### src/scp_defines.svh
`ifndef SCP_DEFINES_SVH
`define SCP_DEFINES_SVH

// register byte offsets
`define SCP_OFS_CTRL 8'h00
`define SCP_OFS_MODE 8'h04
`define SCP_OFS_STAT 8'h08
`define SCP_OFS_MASK 8'h0C
`define SCP_OFS_DIV 8'h10
`define SCP_OFS_TXD 8'h14
`define SCP_OFS_RXD 8'h18

// line_control_register bits
`define SCP_CTRL_STATUS_CLEAR 0
`define SCP_CTRL_SEND_ADDR 1

// line_mode_register fields
`define SCP_MODE_SEL_LSB 0
`define SCP_MODE_LEN_LSB 4

// channel_status_register bits: sticky events, then live busy and full
`define SCP_ST_RX_DONE 0
`define SCP_ST_TX_DONE 1
`define SCP_ST_OVERRUN 2
`define SCP_ST_FRAME_ERR 3
`define SCP_ST_CHECK_ERR 4
`define SCP_ST_ADDR_RCVD 5
`define SCP_ST_TX_BUSY 8
`define SCP_ST_RX_FULL 9

// check_bit_select encodings
`define SCP_SEL_EVEN 3'h0
`define SCP_SEL_ODD 3'h1
`define SCP_SEL_SPACE 3'h2
`define SCP_SEL_MARK 3'h3
`define SCP_SEL_NONE 3'h4

// reset values
`define SCP_RST_SEL 3'h4
`define SCP_RST_LEN 2'h3
`define SCP_RST_MASK 6'h00
`define SCP_RST_DIV 16'h06C8

// bus answers
`define SCP_RESP_OKAY 2'h0
`define SCP_RESP_SLVERR 2'h2

`endif

### src/scp_pkg.sv
package scp_pkg;

  typedef enum logic [2:0] {TX_IDLE, TX_START, TX_DATA, TX_CHECK, TX_STOP} scp_tx_state_t;
  typedef enum logic [2:0] {RX_IDLE, RX_START, RX_DATA, RX_CHECK, RX_STOP} scp_rx_state_t;

  // check bit present for every code except the two "none" codes
  function automatic logic scp_has_check(input logic [2:0] sel);
    scp_has_check = !(sel[2] && !sel[1]);
  endfunction

  // codes 6 and 7 carry the address/data marker in the check bit slot
  function automatic logic scp_is_multidrop(input logic [2:0] sel);
    scp_is_multidrop = sel[2] && sel[1];
  endfunction

  // keep only the data bits of a 5..8 bit character
  function automatic logic [7:0] scp_char_mask(input logic [7:0] ch, input logic [1:0] len);
    scp_char_mask = ch & (8'hFF >> (2'h3 - len));
  endfunction

endpackage

### src/scp_uart.sv
// The register offsets and the AXI4-Lite interface to the registers were left to the implementer.
`timescale 1ns/100ps
`include "scp_defines.svh"

// Functional notes
// - five check modes in the mode field; two field codes (6 and 7) select multidrop instead.
// - even mode sends check bit 0 for even ones count, 1 for odd.
// - even/odd receive: flag error when sampled bit differs from predicted value.
// - odd mode sends check bit 1 for even ones count, 0 for odd.
// - mark mode always sends 1; receiving a 0 is an error.
// - space mode always sends 0; receiving a 1 is an error.
// - no check mode: no check bit sent, never an error reported.
// - detected error sets a status flag that stays until software clears it.
// - writing control with the status clear bit at one drops the flag.
module scp_uart
  import scp_pkg::*;
(
  input wire logic aclk, // 200 MHz clock
  input wire logic aresetn, // synchronous reset, active low
  input wire logic [7:0] awaddr, // write address
  input wire logic awvalid, // write address valid
  output logic awready, // write address ready
  input wire logic [31:0] wdata, // write data
  input wire logic [3:0] wstrb, // write byte enables
  input wire logic wvalid, // write data valid
  output logic wready, // write data ready
  output logic [1:0] bresp, // write response
  output logic bvalid, // write response valid
  input wire logic bready, // write response ready
  input wire logic [7:0] araddr, // read address
  input wire logic arvalid, // read address valid
  output logic arready, // read address ready
  output logic [31:0] rdata, // read data
  output logic [1:0] rresp, // read response
  output logic rvalid, // read data valid
  input wire logic rready, // read data ready
  input wire logic rxd, // serial input pin
  output logic txd, // serial output pin
  output logic irq // level interrupt
);

  typedef struct packed {
    logic awready;
    logic wready;
    logic aw_got;
    logic w_got;
    logic [7:0] aw_addr;
    logic [31:0] w_data;
    logic [3:0] w_strb;
    logic bvalid;
    logic [1:0] bresp;
    logic arready;
    logic rvalid;
    logic [31:0] rdata;
    logic [1:0] rresp;
    logic [2:0] sel;
    logic [1:0] len;
    logic [5:0] mask;
    logic [5:0] status;
    logic [15:0] div;
    logic send_addr;
    logic irq;
    scp_tx_state_t tx_st;
    logic [15:0] tx_cnt;
    logic [2:0] tx_bit;
    logic [7:0] tx_shift;
    logic tx_check;
    logic txd;
    logic rx_s1;
    logic rx_s2;
    scp_rx_state_t rx_st;
    logic [15:0] rx_cnt;
    logic [2:0] rx_bit;
    logic [7:0] rx_shift;
    logic rx_check;
    logic [7:0] rx_data;
    logic rx_full;
  } scp_state_t;

  scp_state_t state_reg;
  scp_state_t state_next;
  logic gen_bit;
  logic chk_err;
  logic chk_addr;

  // check bit for the character held in the write data latch
  scp_check_gen u_gen (
    .char_data(state_reg.w_data[7:0]),
    .char_len(state_reg.len),
    .sel(state_reg.sel),
    .send_addr(state_reg.send_addr),
    .check_bit(gen_bit)
  );

  // verdict on the character being received
  scp_check_chk u_chk (
    .char_data(state_reg.rx_shift),
    .char_len(state_reg.len),
    .sel(state_reg.sel),
    .check_bit(state_reg.rx_check),
    .check_err(chk_err),
    .addr_seen(chk_addr)
  );

  // byte-lane merge for registers wider than one byte
  function automatic logic [15:0] merge16(input logic [15:0] old, input logic [31:0] nw,
                                          input logic [3:0] strb);
    merge16 = {strb[1] ? nw[15:8] : old[15:8], strb[0] ? nw[7:0] : old[7:0]};
  endfunction
  // readback of one register word, zero above the implemented bits
  function automatic logic [31:0] read_word(input scp_state_t s, input logic [7:0] a);
    read_word = 32'h0000_0000;
    unique case (a)
      `SCP_OFS_MODE: read_word = {26'h0, s.len, 1'b0, s.sel};
      `SCP_OFS_STAT: read_word = {22'h0, s.rx_full, s.tx_st != TX_IDLE, 2'h0, s.status};
      `SCP_OFS_MASK: read_word = {26'h0, s.mask};
      `SCP_OFS_DIV: read_word = {16'h0, s.div};
      `SCP_OFS_RXD: read_word = {24'h0, s.rx_data};
      default: read_word = 32'h0000_0000;
    endcase
  endfunction
  // unmapped addresses answer with an error
  function automatic logic addr_ok(input logic [7:0] a);
    addr_ok = (a == `SCP_OFS_CTRL) || (a == `SCP_OFS_MODE) || (a == `SCP_OFS_STAT) ||
              (a == `SCP_OFS_MASK) || (a == `SCP_OFS_DIV) || (a == `SCP_OFS_TXD) ||
              (a == `SCP_OFS_RXD);
  endfunction
  // whole next state in one place
  always_comb
  begin
    logic wr_fire;
    logic [5:0] set_bits;
    logic [5:0] clr_bits;
    logic rd_rxd;
    logic [15:0] div_m1;
    wr_fire = 1'b0;
    set_bits = 6'h00;
    clr_bits = 6'h00;
    rd_rxd = 1'b0;
    div_m1 = state_reg.div - 16'h0001;
    state_next = state_reg;
    // write address and data are caught independently, in either order
    if (awvalid && state_reg.awready)
    begin
      state_next.aw_got = 1'b1;
      state_next.aw_addr = {awaddr[7:2], 2'h0};
    end
    if (wvalid && state_reg.wready)
    begin
      state_next.w_got = 1'b1;
      state_next.w_data = wdata;
      state_next.w_strb = wstrb;
    end
    if (bvalid && bready)
      state_next.bvalid = 1'b0;
    // both halves held: perform the write, answer next cycle
    if (state_reg.aw_got && state_reg.w_got && !state_reg.bvalid)
    begin
      wr_fire = 1'b1;
      state_next.aw_got = 1'b0;
      state_next.w_got = 1'b0;
      state_next.bvalid = 1'b1;
      state_next.bresp = addr_ok(state_reg.aw_addr) ? `SCP_RESP_OKAY : `SCP_RESP_SLVERR;
    end

    if (wr_fire && state_reg.w_strb[0])
    begin
      unique case (state_reg.aw_addr)
        `SCP_OFS_CTRL:
        begin
          if (state_reg.w_data[`SCP_CTRL_STATUS_CLEAR])
          begin
            clr_bits[`SCP_ST_CHECK_ERR] = 1'b1;
            clr_bits[`SCP_ST_OVERRUN] = 1'b1;
            clr_bits[`SCP_ST_FRAME_ERR] = 1'b1;
            clr_bits[`SCP_ST_ADDR_RCVD] = 1'b1;
          end
          state_next.send_addr = state_reg.w_data[`SCP_CTRL_SEND_ADDR];
        end
        `SCP_OFS_MODE:
        begin
          state_next.sel = state_reg.w_data[`SCP_MODE_SEL_LSB +: 3];
          state_next.len = state_reg.w_data[`SCP_MODE_LEN_LSB +: 2];
        end
        `SCP_OFS_STAT: clr_bits = state_reg.w_data[5:0]; // write one to clear
        `SCP_OFS_MASK: state_next.mask = state_reg.w_data[5:0];
        default: ;
      endcase
    end
    if (wr_fire && state_reg.aw_addr == `SCP_OFS_DIV)
      state_next.div = merge16(state_reg.div, state_reg.w_data, state_reg.w_strb);
    // a character written while the sender is busy is dropped
    if (wr_fire && state_reg.w_strb[0] && state_reg.aw_addr == `SCP_OFS_TXD &&
        state_reg.tx_st == TX_IDLE)
    begin
      state_next.tx_shift = scp_char_mask(state_reg.w_data[7:0], state_reg.len);
      state_next.tx_check = gen_bit;
      state_next.tx_st = TX_START;
      state_next.tx_cnt = div_m1;
      state_next.txd = 1'b0;
    end
    // read channel: one read at a time, data ready the cycle after acceptance
    if (rvalid && rready)
      state_next.rvalid = 1'b0;
    if (arvalid && state_reg.arready)
    begin
      state_next.rvalid = 1'b1;
      state_next.rdata = read_word(state_reg, {araddr[7:2], 2'h0});
      state_next.rresp = addr_ok({araddr[7:2], 2'h0}) ? `SCP_RESP_OKAY : `SCP_RESP_SLVERR;
      rd_rxd = {araddr[7:2], 2'h0} == `SCP_OFS_RXD;
    end
    if (rd_rxd)
      state_next.rx_full = 1'b0;
    // sender: start, data lsb first, check bit, one stop bit
    if (state_reg.tx_st != TX_IDLE)
    begin
      if (state_reg.tx_cnt != 16'h0000)
        state_next.tx_cnt = state_reg.tx_cnt - 16'h0001;
      else
      begin
        state_next.tx_cnt = div_m1;
        unique case (state_reg.tx_st)
          TX_START:
          begin
            state_next.tx_st = TX_DATA;
            state_next.tx_bit = 3'h0;
            state_next.txd = state_reg.tx_shift[0];
          end
          TX_DATA:
          begin
            if (state_reg.tx_bit == {1'b1, state_reg.len})
            begin
              if (scp_has_check(state_reg.sel))
              begin
                state_next.tx_st = TX_CHECK; // check bit follows last data bit
                state_next.txd = state_reg.tx_check;
              end
              else
              begin
                state_next.tx_st = TX_STOP; // no check bit in the frame
                state_next.txd = 1'b1;
              end
            end
            else
            begin
              state_next.tx_bit = state_reg.tx_bit + 3'h1;
              state_next.txd = state_reg.tx_shift[state_reg.tx_bit + 3'h1];
            end
          end
          TX_CHECK:
          begin
            state_next.tx_st = TX_STOP;
            state_next.txd = 1'b1;
          end
          TX_STOP:
          begin
            state_next.tx_st = TX_IDLE;
            set_bits[`SCP_ST_TX_DONE] = 1'b1;
          end
          TX_IDLE: ;
        endcase
      end
    end
    // pin synchroniser; only the second stage is looked at
    state_next.rx_s1 = rxd;
    state_next.rx_s2 = state_reg.rx_s1;
    // receiver samples mid-bit, half a period after the start edge
    unique case (state_reg.rx_st)
      RX_IDLE:
      begin
        if (!state_reg.rx_s2)
        begin
          state_next.rx_st = RX_START;
          state_next.rx_cnt = state_reg.div >> 1;
        end
      end
      default:
      begin
        if (state_reg.rx_cnt != 16'h0000)
          state_next.rx_cnt = state_reg.rx_cnt - 16'h0001;
        else
        begin
          state_next.rx_cnt = div_m1;
          unique case (state_reg.rx_st)
            RX_START:
            begin
              // a glitch shorter than half a bit is not a start
              state_next.rx_st = state_reg.rx_s2 ? RX_IDLE : RX_DATA;
              state_next.rx_bit = 3'h0;
              state_next.rx_shift = 8'h00;
            end
            RX_DATA:
            begin
              state_next.rx_shift[state_reg.rx_bit] = state_reg.rx_s2;
              state_next.rx_bit = state_reg.rx_bit + 3'h1;
              if (state_reg.rx_bit == {1'b1, state_reg.len})
                state_next.rx_st = scp_has_check(state_reg.sel) ? RX_CHECK : RX_STOP;
            end
            RX_CHECK:
            begin
              state_next.rx_check = state_reg.rx_s2;
              state_next.rx_st = RX_STOP;
            end
            RX_STOP:
            begin
              state_next.rx_st = RX_IDLE;
              state_next.rx_data = state_reg.rx_shift;
              state_next.rx_full = 1'b1;
              set_bits[`SCP_ST_RX_DONE] = 1'b1;
              set_bits[`SCP_ST_OVERRUN] = state_reg.rx_full && !rd_rxd;
              set_bits[`SCP_ST_FRAME_ERR] = !state_reg.rx_s2;
              set_bits[`SCP_ST_CHECK_ERR] = chk_err;
              set_bits[`SCP_ST_ADDR_RCVD] = chk_addr;
            end
            RX_IDLE: ;
          endcase
        end
      end
    endcase
    if (state_reg.rx_st == RX_IDLE || state_reg.rx_st == RX_START)
      state_next.rx_check = 1'b0;

    // sticky flags: a new event wins over a clear in the same cycle
    state_next.status = (state_reg.status & ~clr_bits) | set_bits;
    state_next.irq = |(state_next.status & state_next.mask);

    // ready again only once the previous transfer is fully answered
    state_next.awready = !state_next.aw_got && !state_next.bvalid;
    state_next.wready = !state_next.w_got && !state_next.bvalid;
    state_next.arready = !state_next.rvalid;
  end

  // single register bank for all state
  always_ff @(posedge aclk)
  begin
    if (!aresetn)
    begin
      state_reg <= '0;
      state_reg.awready <= 1'b1;
      state_reg.wready <= 1'b1;
      state_reg.arready <= 1'b1;
      state_reg.sel <= `SCP_RST_SEL;
      state_reg.len <= `SCP_RST_LEN;
      state_reg.mask <= `SCP_RST_MASK;
      state_reg.div <= `SCP_RST_DIV;
      state_reg.txd <= 1'b1;
      state_reg.rx_s1 <= 1'b1;
      state_reg.rx_s2 <= 1'b1;
    end
    else
      state_reg <= state_next;
  end

  // all outputs straight from the state register
  assign awready = state_reg.awready;
  assign wready = state_reg.wready;
  assign bvalid = state_reg.bvalid;
  assign bresp = state_reg.bresp;
  assign arready = state_reg.arready;
  assign rvalid = state_reg.rvalid;
  assign rdata = state_reg.rdata;
  assign rresp = state_reg.rresp;
  assign txd = state_reg.txd;
  assign irq = state_reg.irq;

endmodule

### src/scp_check_gen.sv
`timescale 1ns/100ps
`include "scp_defines.svh"

module scp_check_gen
  import scp_pkg::*;
(
  input wire logic [7:0] char_data, // character to send
  input wire logic [1:0] char_len, // data bits minus five
  input wire logic [2:0] sel, // check_bit_select
  input wire logic send_addr, // multidrop address marker
  output logic check_bit // bit placed after the data
);

  logic ones_odd;

  // odd count of ones over the valid data bits only
  assign ones_odd = ^scp_char_mask(char_data, char_len);

  always_comb
  begin
    if (scp_is_multidrop(sel))
      check_bit = send_addr;
    else
      unique case (sel)
        `SCP_SEL_EVEN: check_bit = ones_odd;
        `SCP_SEL_ODD: check_bit = !ones_odd;
        `SCP_SEL_MARK: check_bit = 1'b1;
        default: check_bit = 1'b0; // space, and unused for none
      endcase
  end

endmodule

### src/scp_check_chk.sv
`timescale 1ns/100ps
`include "scp_defines.svh"

module scp_check_chk
  import scp_pkg::*;
(
  input wire logic [7:0] char_data, // received character
  input wire logic [1:0] char_len, // data bits minus five
  input wire logic [2:0] sel, // check_bit_select
  input wire logic check_bit, // sampled check bit
  output logic check_err, // sampled bit disagrees
  output logic addr_seen // multidrop address marker
);

  logic ones_odd;

  assign ones_odd = ^scp_char_mask(char_data, char_len);
  assign addr_seen = scp_is_multidrop(sel) && check_bit;

  // compare the sampled bit with what the mode predicts
  always_comb
  begin
    unique case (sel)
      `SCP_SEL_EVEN: check_err = check_bit != ones_odd;
      `SCP_SEL_ODD: check_err = check_bit == ones_odd;
      `SCP_SEL_MARK: check_err = !check_bit;
      `SCP_SEL_SPACE: check_err = check_bit;
      default: check_err = 1'b0; // none and multidrop never flag
    endcase
  end

endmodule

### config.mk
export PLATFORM = sky130hd
export DESIGN_NAME = scp_uart
export DESIGN_NICKNAME = d
export VERILOG_FILES = /design/src/scp_pkg.sv /design/src/scp_uart.sv /design/src/scp_check_gen.sv /design/src/scp_check_chk.sv
export VERILOG_INCLUDE_DIRS = /design/src
export SDC_FILE = /design/constraint.sdc
export NUM_CORES = 1
export LEC_CHECK = 0
export BUFFER_PORTS_ARGS = -buffer_cell sky130_fd_sc_hd__buf_2
export CORE_AREA = 4 4 175 177
export DETAILED_ROUTE_END_ITERATION = 10
export DIE_AREA = 0 0 179 181
export HOLD_SLACK_MARGIN = 0.03
export PLACE_DENSITY = 0.44
export REMOVE_ABC_BUFFERS = 1
export SLEW_MARGIN = 30
export SYNTH_ARGS = -nofsm -noshare
export SYNTH_HDL_FRONTEND = slang
export SYNTH_SLANG_ARGS = --single-unit
export TNS_END_PERCENT = 50
### constraint.sdc
create_clock -name aclk -period 4.7 [get_ports aclk]
set_input_delay 0.705 -clock aclk [delete_from_list [all_inputs] [get_ports aclk]]
set_output_delay 0.705 -clock aclk [all_outputs]
set_load 0.05 [all_outputs]
Word-level counts from Yosys, hierarchy flattened
Index checks and enable logic that the tools add are counted.

Add/sub/neg operators: 6. Order comparisons: 3. Equal/unequal tests: 31. Shift-type cells: 1. Mux-type cells: 63. Bitwise gates (word level): 10. Reduce and logical (&&, ||, !) cells: 66.

Operators by type and width (number): 16-bit case mux with 5 select lines (1); 19-bit 2-to-1 mux (3); 16-bit by 1-bit subtractor with 16-bit output (second input constant) (3); 6-bit by 3-bit == test with 1-bit output (second input constant) (6); 35-bit 2-to-1 mux (1); 16-bit 2-to-1 mux (2); 16-bit nonzero test (2); 6-bit by 2-bit == test with 1-bit output (second input constant) (4); 1-bit 2-to-1 mux (24); 3-bit 2-to-1 mux (8); 3-bit case mux with 4 select lines (2); 22-bit 2-to-1 mux (1); 11-bit case mux with 2 select lines (1); 3-bit by 2-bit == test with 1-bit output (second input constant) (6); 1-bit logical AND (18); 6-bit 2-to-1 mux (3); 8-bit bitwise AND (2); 4-bit 2-to-1 mux (4); 8-bit parity (2); 1-bit logical OR (13); 6-bit bitwise AND (2); 6-bit by 1-bit == test with 1-bit output (second input constant) (2); 1-bit zero test (10); 2-bit 2-to-1 mux (5); 34 further kinds (55).

Register bits: 176. Bits of input ports: 60.

Longest topological paths before layout
Gate-level depths: netlist of run 1.

Depth after elaboration: 12. Gate-level depth with buffers: 11. Mapped depth without buffers: 9.

Cells and area by module
A second synthesis of run 1 with hierarchy kept.

Cells, all modules: 1057. Area, all modules: 8508.2 um^2.

Modules (own cells, without submodules): scp_uart (instances 1, cells an instance 1022, area each 8231.6 um^2); scp_check_gen (instances 1, cells an instance 20, area each 155.1 um^2); scp_check_chk (instances 1, cells an instance 15, area each 121.4 um^2).

Least setup slack after synthesis of run 1
Ideal clock, no wire load.

Path type: input to register. Start point: in araddr[5]. End point: reg state_reg, in the netlist rdata[1]. Data arrival time: 2.444 ns. Path slack: 2.185 ns. Cell stages on the path: 6. Path buffers: 2. Cells stage by stage: or3_1 -> clkbuf_1 -> nor4b_1 -> clkbuf_1 -> a221oi_1 -> a21oi_1.

Word-level cells in the longest chain between the ends: 2. Elaborated cells on any way between the ends: 6. Those cells by class: 5 x eq/ne; 1 x mux.

Ends and longest elaborated chain: start, declared (line scp_uart.sv:30) `input wire logic [7:0] araddr,`; 6-bit by 3-bit == test with 1-bit output, or another cell as far along (line scp_uart.sv:113) `unique case (a)`; 16-bit case mux with 5 select lines * (line scp_uart.sv:113); end signal, assigned (line scp_uart.sv:351) `state_reg <= state_next;`; end, declared (line scp_uart.sv:80) `scp_state_t state_reg;`.

Every way passes the cells marked *; elsewhere a longest branch is shown, timed or not. A chain may end at the register's enable or synchronous reset.

Worst setup path in the final report of run 1
Start point: reg state_reg[55] in the netlist's numbering. End point: reg state_reg[63] in the netlist's numbering.

Word-level cells in the longest chain between the ends: 3. Elaborated cells on any way between the ends: 4. Those cells by class: 1 x add/sub; 2 x mux; 1 x reduce/logical.

Ends and longest elaborated chain: 16-bit by 1-bit subtractor with 16-bit output or 16-bit nonzero test (tied branches) (line scp_uart.sv:218, scp_uart.sv:217); 16-bit 2-to-1 mux * (line scp_uart.sv:217) `if (state_reg.tx_cnt != 16'h0000)`; 22-bit 2-to-1 mux * (line scp_uart.sv:215) `if (state_reg.tx_st != TX_IDLE)`.

Marks and branches as above.

==> impl_results.md, run 1 <==
* Final weighted congestion in routability-driven placement at 0.819
* Area of the die at 0.0324 mm^2
* Number of setup violations in the final report at 0
* Power Dens Cells at 465 mW/mm^2
* Final period util at 63.3%
* Cell taking the most area after synthesis: dfxtp_1
* Number of max-cap violations at 0
* Multi-input gate area at 0.00461 mm^2
* # fillers at 3162
* Most frequent cell after synthesis: nand2_1
* Port Buf Inserts at 62
* Final sum of negative setup slack at 0 ns
* Area share of the largest cell type after synthesis at 38.0%
* Max FFs per register at 132
* Kind of start point of the critical path: flip-flop
* Distinct cell type count of the synthesized netlist at 74
* FF+latch count, synth at 158
* Number of antenna violations at the first check in global routing at 0
* Number of enable flip-flop cells after synthesis at 0
* Setup repair after global routing missed its margin: no
* Number of instances on the worst hold path at 1
* Worst Reg-to-Reg Cells at 9
* Number of buffers inserted during clock tree synthesis at 17
* Detailed Route Iter0 Violations at 402
* Avg Vias per Cell at 5.04
* Number of search-and-repair iterations in the first detailed-routing pass at 5
* Wire length of the first global-routing pass at 40.4 mm
* Share of synthesized registers carrying an async set or reset at 0%
* Clk Latency, worst-skew pair at 0.43 ns
* R2r setup slk at 1.73 ns
* Endpoint type of the worst setup path: flip-flop
* Via count of the first global-routing pass at 6872
* Area used by sequential logic in the layout at 0.00316 mm^2
* Flip-flop cell with the highest count after synthesis: dfxtp_1
* Tightest Pin Transition at 0.904 ns
* Number of instances in the synthesized netlist at 1054
* Congestion Overflow GR at 0
* Number of buffers inserted by post-CTS setup repair at 0
* Relative slew slack at 39.5%
* Clock transition at path regs at 0.07 ns
* Final hold violations at 0
* Largest cells by area after synthesis: dfxtp_1 (38%), nand2_1 (7.8%), a21oi_1 (6.8%), nor2_1 (4.3%), mux2i_1 (3.8%)
* Most used standard cells in the synthesized netlist: nand2_1 (174), dfxtp_1 (158), a21oi_1 (114)
* Time the worst path needs with I/O delays and setup at 2.97 ns
* Slowest CP cell: nand2_1
* Fraction of final layout cells sized beyond drive strength 1 at 13.0%
* Largest net degree at the start of global routing at 69
* Mean instance size in the synthesized netlist at 7.91 um^2
* Post-DP HPWL at 17.5 mm
* Sequential share of the synthesized area at 38.0%
* Core area at 0.0292 mm^2
* Worst stage delay on the critical path at 0.63 ns
* Tightest hold margin at 0.409 ns
* CTS Hold Buffers Added at 0
* Category of the most critical setup path: flip-flop to flip-flop
* Sinks on the clock net at 158
* DRT antenna net count at 0
* Number of rows in the core area at 63
* Maximum resistive drop on vdd at 0.236 mV
* Crit Path Max Fanout at 19
* Number of max-slew violations in the final report at 0
* Starting Density at 28.5%
* Arrival time worst endpoint at 3.26 ns
* Synth Cell Area at 0.00833 mm^2
* Root buf cell: clkbuf_16
* Max Fclk at 336 MHz
* CTS tree: built
* Die extent in x at 179 um
* Class of the worst hold path: flip-flop to flip-flop
* Fin nets at 1118
* Relative area change from synthesis to final layout at 11.9%
* Antenna diodes at 0
* H-tree Lvls at 4
* Die boundary height at 181 um
* Synth warnings at 0
* Cells resized by post-CTS repair at 0
* Fin cells at 1456
* Buffer levels on the longest clock path at 2
* Avg WL per Cell at 17.3 um
* IO Count at 103
* Detailed-route via count at 7331
* Worst path cell trace: inv_1 -> ha_1 -> nor3b_1 -> nand4_1 -> nand2_1 -> or3_1 -> o21ai_0 -> a22oi_1 -> nor2_1
* Layout Skew at 0.00987 ns
* Total placed cells including tap cells at 1424
* Cell leakage power at 3.49 nW
* Wirelength, routed at 25.2 mm
* DRC viols at 0
* Data required time at the worst endpoint at 4.99 ns
* All-Layer GR Usage at 15.8%
* Outcome: complete, no violations
-- metal layers --
metal  wire (um)  global-route usage [%]  up-vias
met5           0                       0        -
met2       11200                    24.1      165
met3         964                    2.51       20
met1       12700                    23.2     3475
li1            -                       -     3671
met4         327                    3.90        0
-- where the power goes --
group	internal (mW)	switching, mW	leakage [nW]
logic	0.439	0.863	1.91
registers	1.45	0.141	1.28
clock network	0.854	0.591	0.287
total	2.74	1.60	3.49
-- kinds of logic (layout without fill, tap and decap cells) --
family,Yosys count,count (layout),share of synthesized area [%]
buffers and inverters,127,122,7.76
AO/OA/AOI/OAI,256,256,18.7
multiplexers,45,45,5.87
other,1,18,0.0450
XOR/XNOR,41,41,4.47
adder cells (fa/ha/maj),5,5,0.751
AND/OR/NAND/NOR,421,421,24.5
flip-flops,158,158,38.0
-- cell usage in the layout, fill, tap and decap left out, drive strengths merged, types with 4 or more instances in the layout --
| cell type | n |
|---|---|
| a211oi | 18 |
| a21oi | 114 |
| a221oi | 9 |
| a22oi | 9 |
| a31oi | 10 |
| a32oi | 5 |
| and2 | 8 |
| and3 | 7 |
| buf | 73 |
| clkbuf | 20 |
| clkinv | 5 |
| conb | 18 |
| dfxtp | 158 |
| ha | 5 |
| inv | 18 |
| mux2 | 11 |
| mux2i | 32 |
| nand2 | 174 |
| nand2b | 11 |
| nand3 | 25 |
| nand3b | 8 |
| nand4 | 5 |
| nand4b | 4 |
| nor2 | 95 |
| nor2b | 6 |
| nor3 | 24 |
| nor3b | 6 |
| nor4 | 16 |
| o211ai | 7 |
| o21a | 6 |
| o21ai | 51 |
| o31ai | 6 |
| or3 | 13 |
| or4 | 5 |
| xnor2 | 23 |
| xor2 | 17 |
-- path summary, 6_finish.rpt --
path | startpoint | to
worst max-delay path | state_reg[55] | state_reg[63]
worst min-delay path | state_next[40] | state_reg[40]
worst max register to register | state_reg[55] | state_reg[63]
worst min register to register | state_next[40] | state_reg[40]
-- worst max-delay path: cells and delay by family, from the launching register on --
family	cells	cell delay [ns]
and+or+nand+nor	5	1.95
adders and majority gates	1	0.17
buffers and inverters	1	0.07
AOI/OAI and AO/OA	2	0.29
DFF	1	0.34
-- stage by stage --
step / total power [mW] / instance area [um^2] / setup WS, ns / utilization [%]
6_report: 4.33 / 9330 / 1.73 / 31.9
3_5_place_dp: 2.91 / 8720 / 1.77 / 29.8
2_1_floorplan: 2.52 / 7810 / 1.40 / -
5_1_grt: 4.61 / 9330 / 1.43 / 31.9
4_1_cts: 4.38 / 9330 / 1.73 / 31.9
3_3_place_gp: 2.92 / 8710 / 1.79 / 29.8
-- cell type report --
cell class                 instances  share of cell area (%)
multi-input combinational        786                    49.4
clock inverter                    12                    1.73
timing repair buffer              73                    4.21
clock buffer                      20                    4.79
sequential                       158                    33.9
tap                              390                    5.23
inverter                          17                   0.711
No activity file was read; power rests on OpenSTA's default activity.
==> run 2, diff against run 1 <==
Clock period 4.7 ns to 2.8 ns, I/O delays scaled along.
==> run 2 against run 1 <==
Against the previous run: design area rose by 3.5%; first-iteration DRC count increased by 28%; highest routed layer unchanged; largest cell class unchanged; die area is the same; critical path type unchanged; clock skew is 0.012 ns higher; count of clock-buffer cells in the layout is 3 lower.
==> impl_results.md, run 2 (synthesis results as in run 1) <==
* Congestion Overflow GR at 0 (unchanged)
* Arrival time worst endpoint at 2.90 ns (was 3.26 ns)
* Hold worst-path end: state_next[40] (was state_reg[40])
* Root buf cell: clkbuf_16 (unchanged)
* Die boundary height at 181 um (unchanged)
* Layout Skew at 0.0221 ns (was 0.00987 ns)
* DRC viols at 0 (unchanged)
* Hold Crit Start: rxd (was state_next[40])
* Via count of the first global-routing pass at 7086 (was 6872)
* All-Layer GR Usage at 16.1% (was 15.8%)
* Final standard cell area without fillers at 0.00966 mm^2 (was 0.00933 mm^2)
* Leading cell type in the layout, fill and taps excluded: nand2_1 (unchanged)
* Slowest CP cell: or4_4 (was nand2_1)
* Setup repair after global routing missed its margin: no (unchanged)
* Cell leakage power at 3.71 nW (was 3.49 nW)
* Number of max-cap violations at 0 (unchanged)
* Number of instances on the worst hold path at 2 (was 1)
* Final weighted congestion in routability-driven placement at 0.820 (was 0.819)
* Power Dens Cells at 782 mW/mm^2 (was 465 mW/mm^2)
* Number of antenna violations at the first check in global routing at 0 (unchanged)
* Final sum of negative setup slack at 0 ns (unchanged)
* Detailed-route via count at 7491 (was 7331)
* Clk Latency, worst-skew pair at 0.44 ns (was 0.43 ns)
* Number of buffers inserted by post-CTS setup repair at 0 (unchanged)
* Die extent in x at 179 um (unchanged)
* Time the worst path needs with I/O delays and setup at 2.53 ns (was 2.97 ns)
* CTS tree: built (unchanged)
* Number of rows in the core area at 63 (unchanged)
* Max FFs per register at 132 (unchanged)
* Crit-path most repeated cell: or4_4
* Critical R2R Launch: state_reg[85] (was state_reg[55])
* Data required time at the worst endpoint at 3.17 ns (was 4.99 ns)
* Largest net degree at the start of global routing at 60 (was 69)
* Number of buffers inserted during clock tree synthesis at 17 (unchanged)
* Fin nets at 1164 (was 1118)
* Category of the most critical setup path: flip-flop to flip-flop (unchanged)
* Placed Area at 0.00907 mm^2 (was 0.00872 mm^2)
* Avg Vias per Cell at 4.99 (was 5.04)
* Detailed Route Iter0 Violations at 514 (was 402)
* Number of max-slew violations in the final report at 0 (unchanged)
* Avg WL per Cell at 17.4 um (was 17.3 um)
* Worst stage delay on the critical path at 0.55 ns (was 0.63 ns)
* Post-DP HPWL at 19.0 mm (was 17.5 mm)
* Sinks on the clock net at 158 (unchanged)
* R2r setup slk at 0.27 ns (was 1.73 ns)
* Kind of start point of the critical path: flip-flop (unchanged)
* Class of the worst hold path: primary input to flip-flop (was flip-flop to flip-flop)
* Number of search-and-repair iterations in the first detailed-routing pass at 5 (unchanged)
* Crit Path Max Fanout at 5 (was 19)
* Core area at 0.0292 mm^2 (unchanged)
* Final hold violations at 0 (unchanged)
* Number of setup violations in the final report at 0 (unchanged)
* Setup WS pre-CTS at 0.286 ns (was 1.77 ns)
* IO Count at 103 (unchanged)
* Relative slew slack at 51.8% (was 39.5%)
* Setup ws final at 0.271 ns (was 1.73 ns)
* Final period util at 90.3% (was 63.3%)
* Buffer levels on the longest clock path at 2 (unchanged)
* Outcome: complete, no violations (unchanged)
* Area of the die at 0.0324 mm^2 (unchanged)
* Post-Route Utilization at 33.0% (was 31.9%)
* Cells resized by post-CTS repair at 0 (unchanged)
* DRT antenna net count at 0 (unchanged)
* Port Buf Inserts at 62 (unchanged)
* Wire length of the first global-routing pass at 41.0 mm (was 40.4 mm)
* Tightest Pin Transition at 0.723 ns (was 0.904 ns)
* Worst Reg-to-Reg Cells at 7 (was 9)
* Wirelength, routed at 26.1 mm (was 25.2 mm)
* Worst path cell trace: or4_4 -> or4_4 -> nor3_2 -> xor2_1 -> nor2_1 -> or4_1 -> a31oi_1 (was inv_1 -> ha_1 -> nor3b_1 -> nand4_1 -> nand2_1 -> or3_1 -> o21ai_0 -> a22oi_1 -> nor2_1)
* Maximum resistive drop on vdd at 0.456 mV (was 0.236 mV)
* CTS Hold Buffers Added at 0 (unchanged)
* Fraction of final layout cells sized beyond drive strength 1 at 16.7% (was 13.0%)
* Endpoint type of the worst setup path: flip-flop (unchanged)
* Antenna diodes at 0 (unchanged)
* # fillers at 3115 (was 3162)
* Most used cells in the layout excluding fill and tap cells: nand2_1 (174), dfxtp_1 (158), a21oi_1 (114) (unchanged)
* Starting Density at 28.5% (unchanged)
* Clock transition at path regs at 0.07 ns (about the same)
* Destination of the worst register-to-register timing path: state_reg[35] (was state_reg[63])
* Max Fclk at 395 MHz (was 336 MHz)
* H-tree Lvls at 4 (unchanged)
* Relative area change from synthesis to final layout at 15.9% (was 11.9%)
-- run 2: report_power, final --
group	total, mW	switching [mW]	internal (mW)
clock	2.36	1.15	1.21
sequential	2.63	0.201	2.42
combinational	2.56	1.59	0.970
total	7.55	2.95	4.60
-- run 2: layer usage --
layer	share of wire, %	vias to the layer above	GRT usage (%)
met5	0	-	0
met4	0.81	0	3.68
met3	3.7	13	2.32
met2	46	187	25.2
met1	49	3541	23.4
li1	-	3750	-
-- run 2: worst max-delay path, delay by kind of cell, from the launching register on --
family / cells / cell delay [ns]
AND/OR/NAND/NOR: 5 / 1.65
flip-flops: 1 / 0.36
XOR/XNOR: 1 / 0.29
AO/OA/AOI/OAI: 1 / 0.16
-- run 2: cell type report --
class	instances	area, um^2	area share (%)
clock buffers	17	425	4.41
clock inverters	15	164	1.70
inverters	17	66.3	0.687
multi-input cells	786	4600	47.6
flip-flops and latches	158	3160	32.8
well taps	390	488	5.05
repair buffers	119	751	7.78
-- run 2: worst max path at each step --
stage / end / start / slack, ns
6_report: state_reg[35] / state_reg[85] / 0.27
5_1_grt: state_reg[35] / state_reg[85] / 0.11
4_1_cts: state_reg[35] / state_reg[85] / 0.25
3_5_place_dp: state_reg[35] / state_reg[85] / 0.29
3_3_place_gp: state_reg[12] / state_reg[28] / 0.29
2_1_floorplan: awready / aresetn / -0.21
-- run 2: per-stage QoR --
stage / total power [mW] / hold slack [ns] / std cells
global placement: 5.22 / 0.397 / 1470
finish: 7.55 / 0.156 / 1502
floorplan: 4.23 / 0.386 / 961
global route: 8.00 / 0.158 / 1502
CTS: 7.60 / 0.141 / 1502
detailed placement: 5.21 / 0.408 / 1470
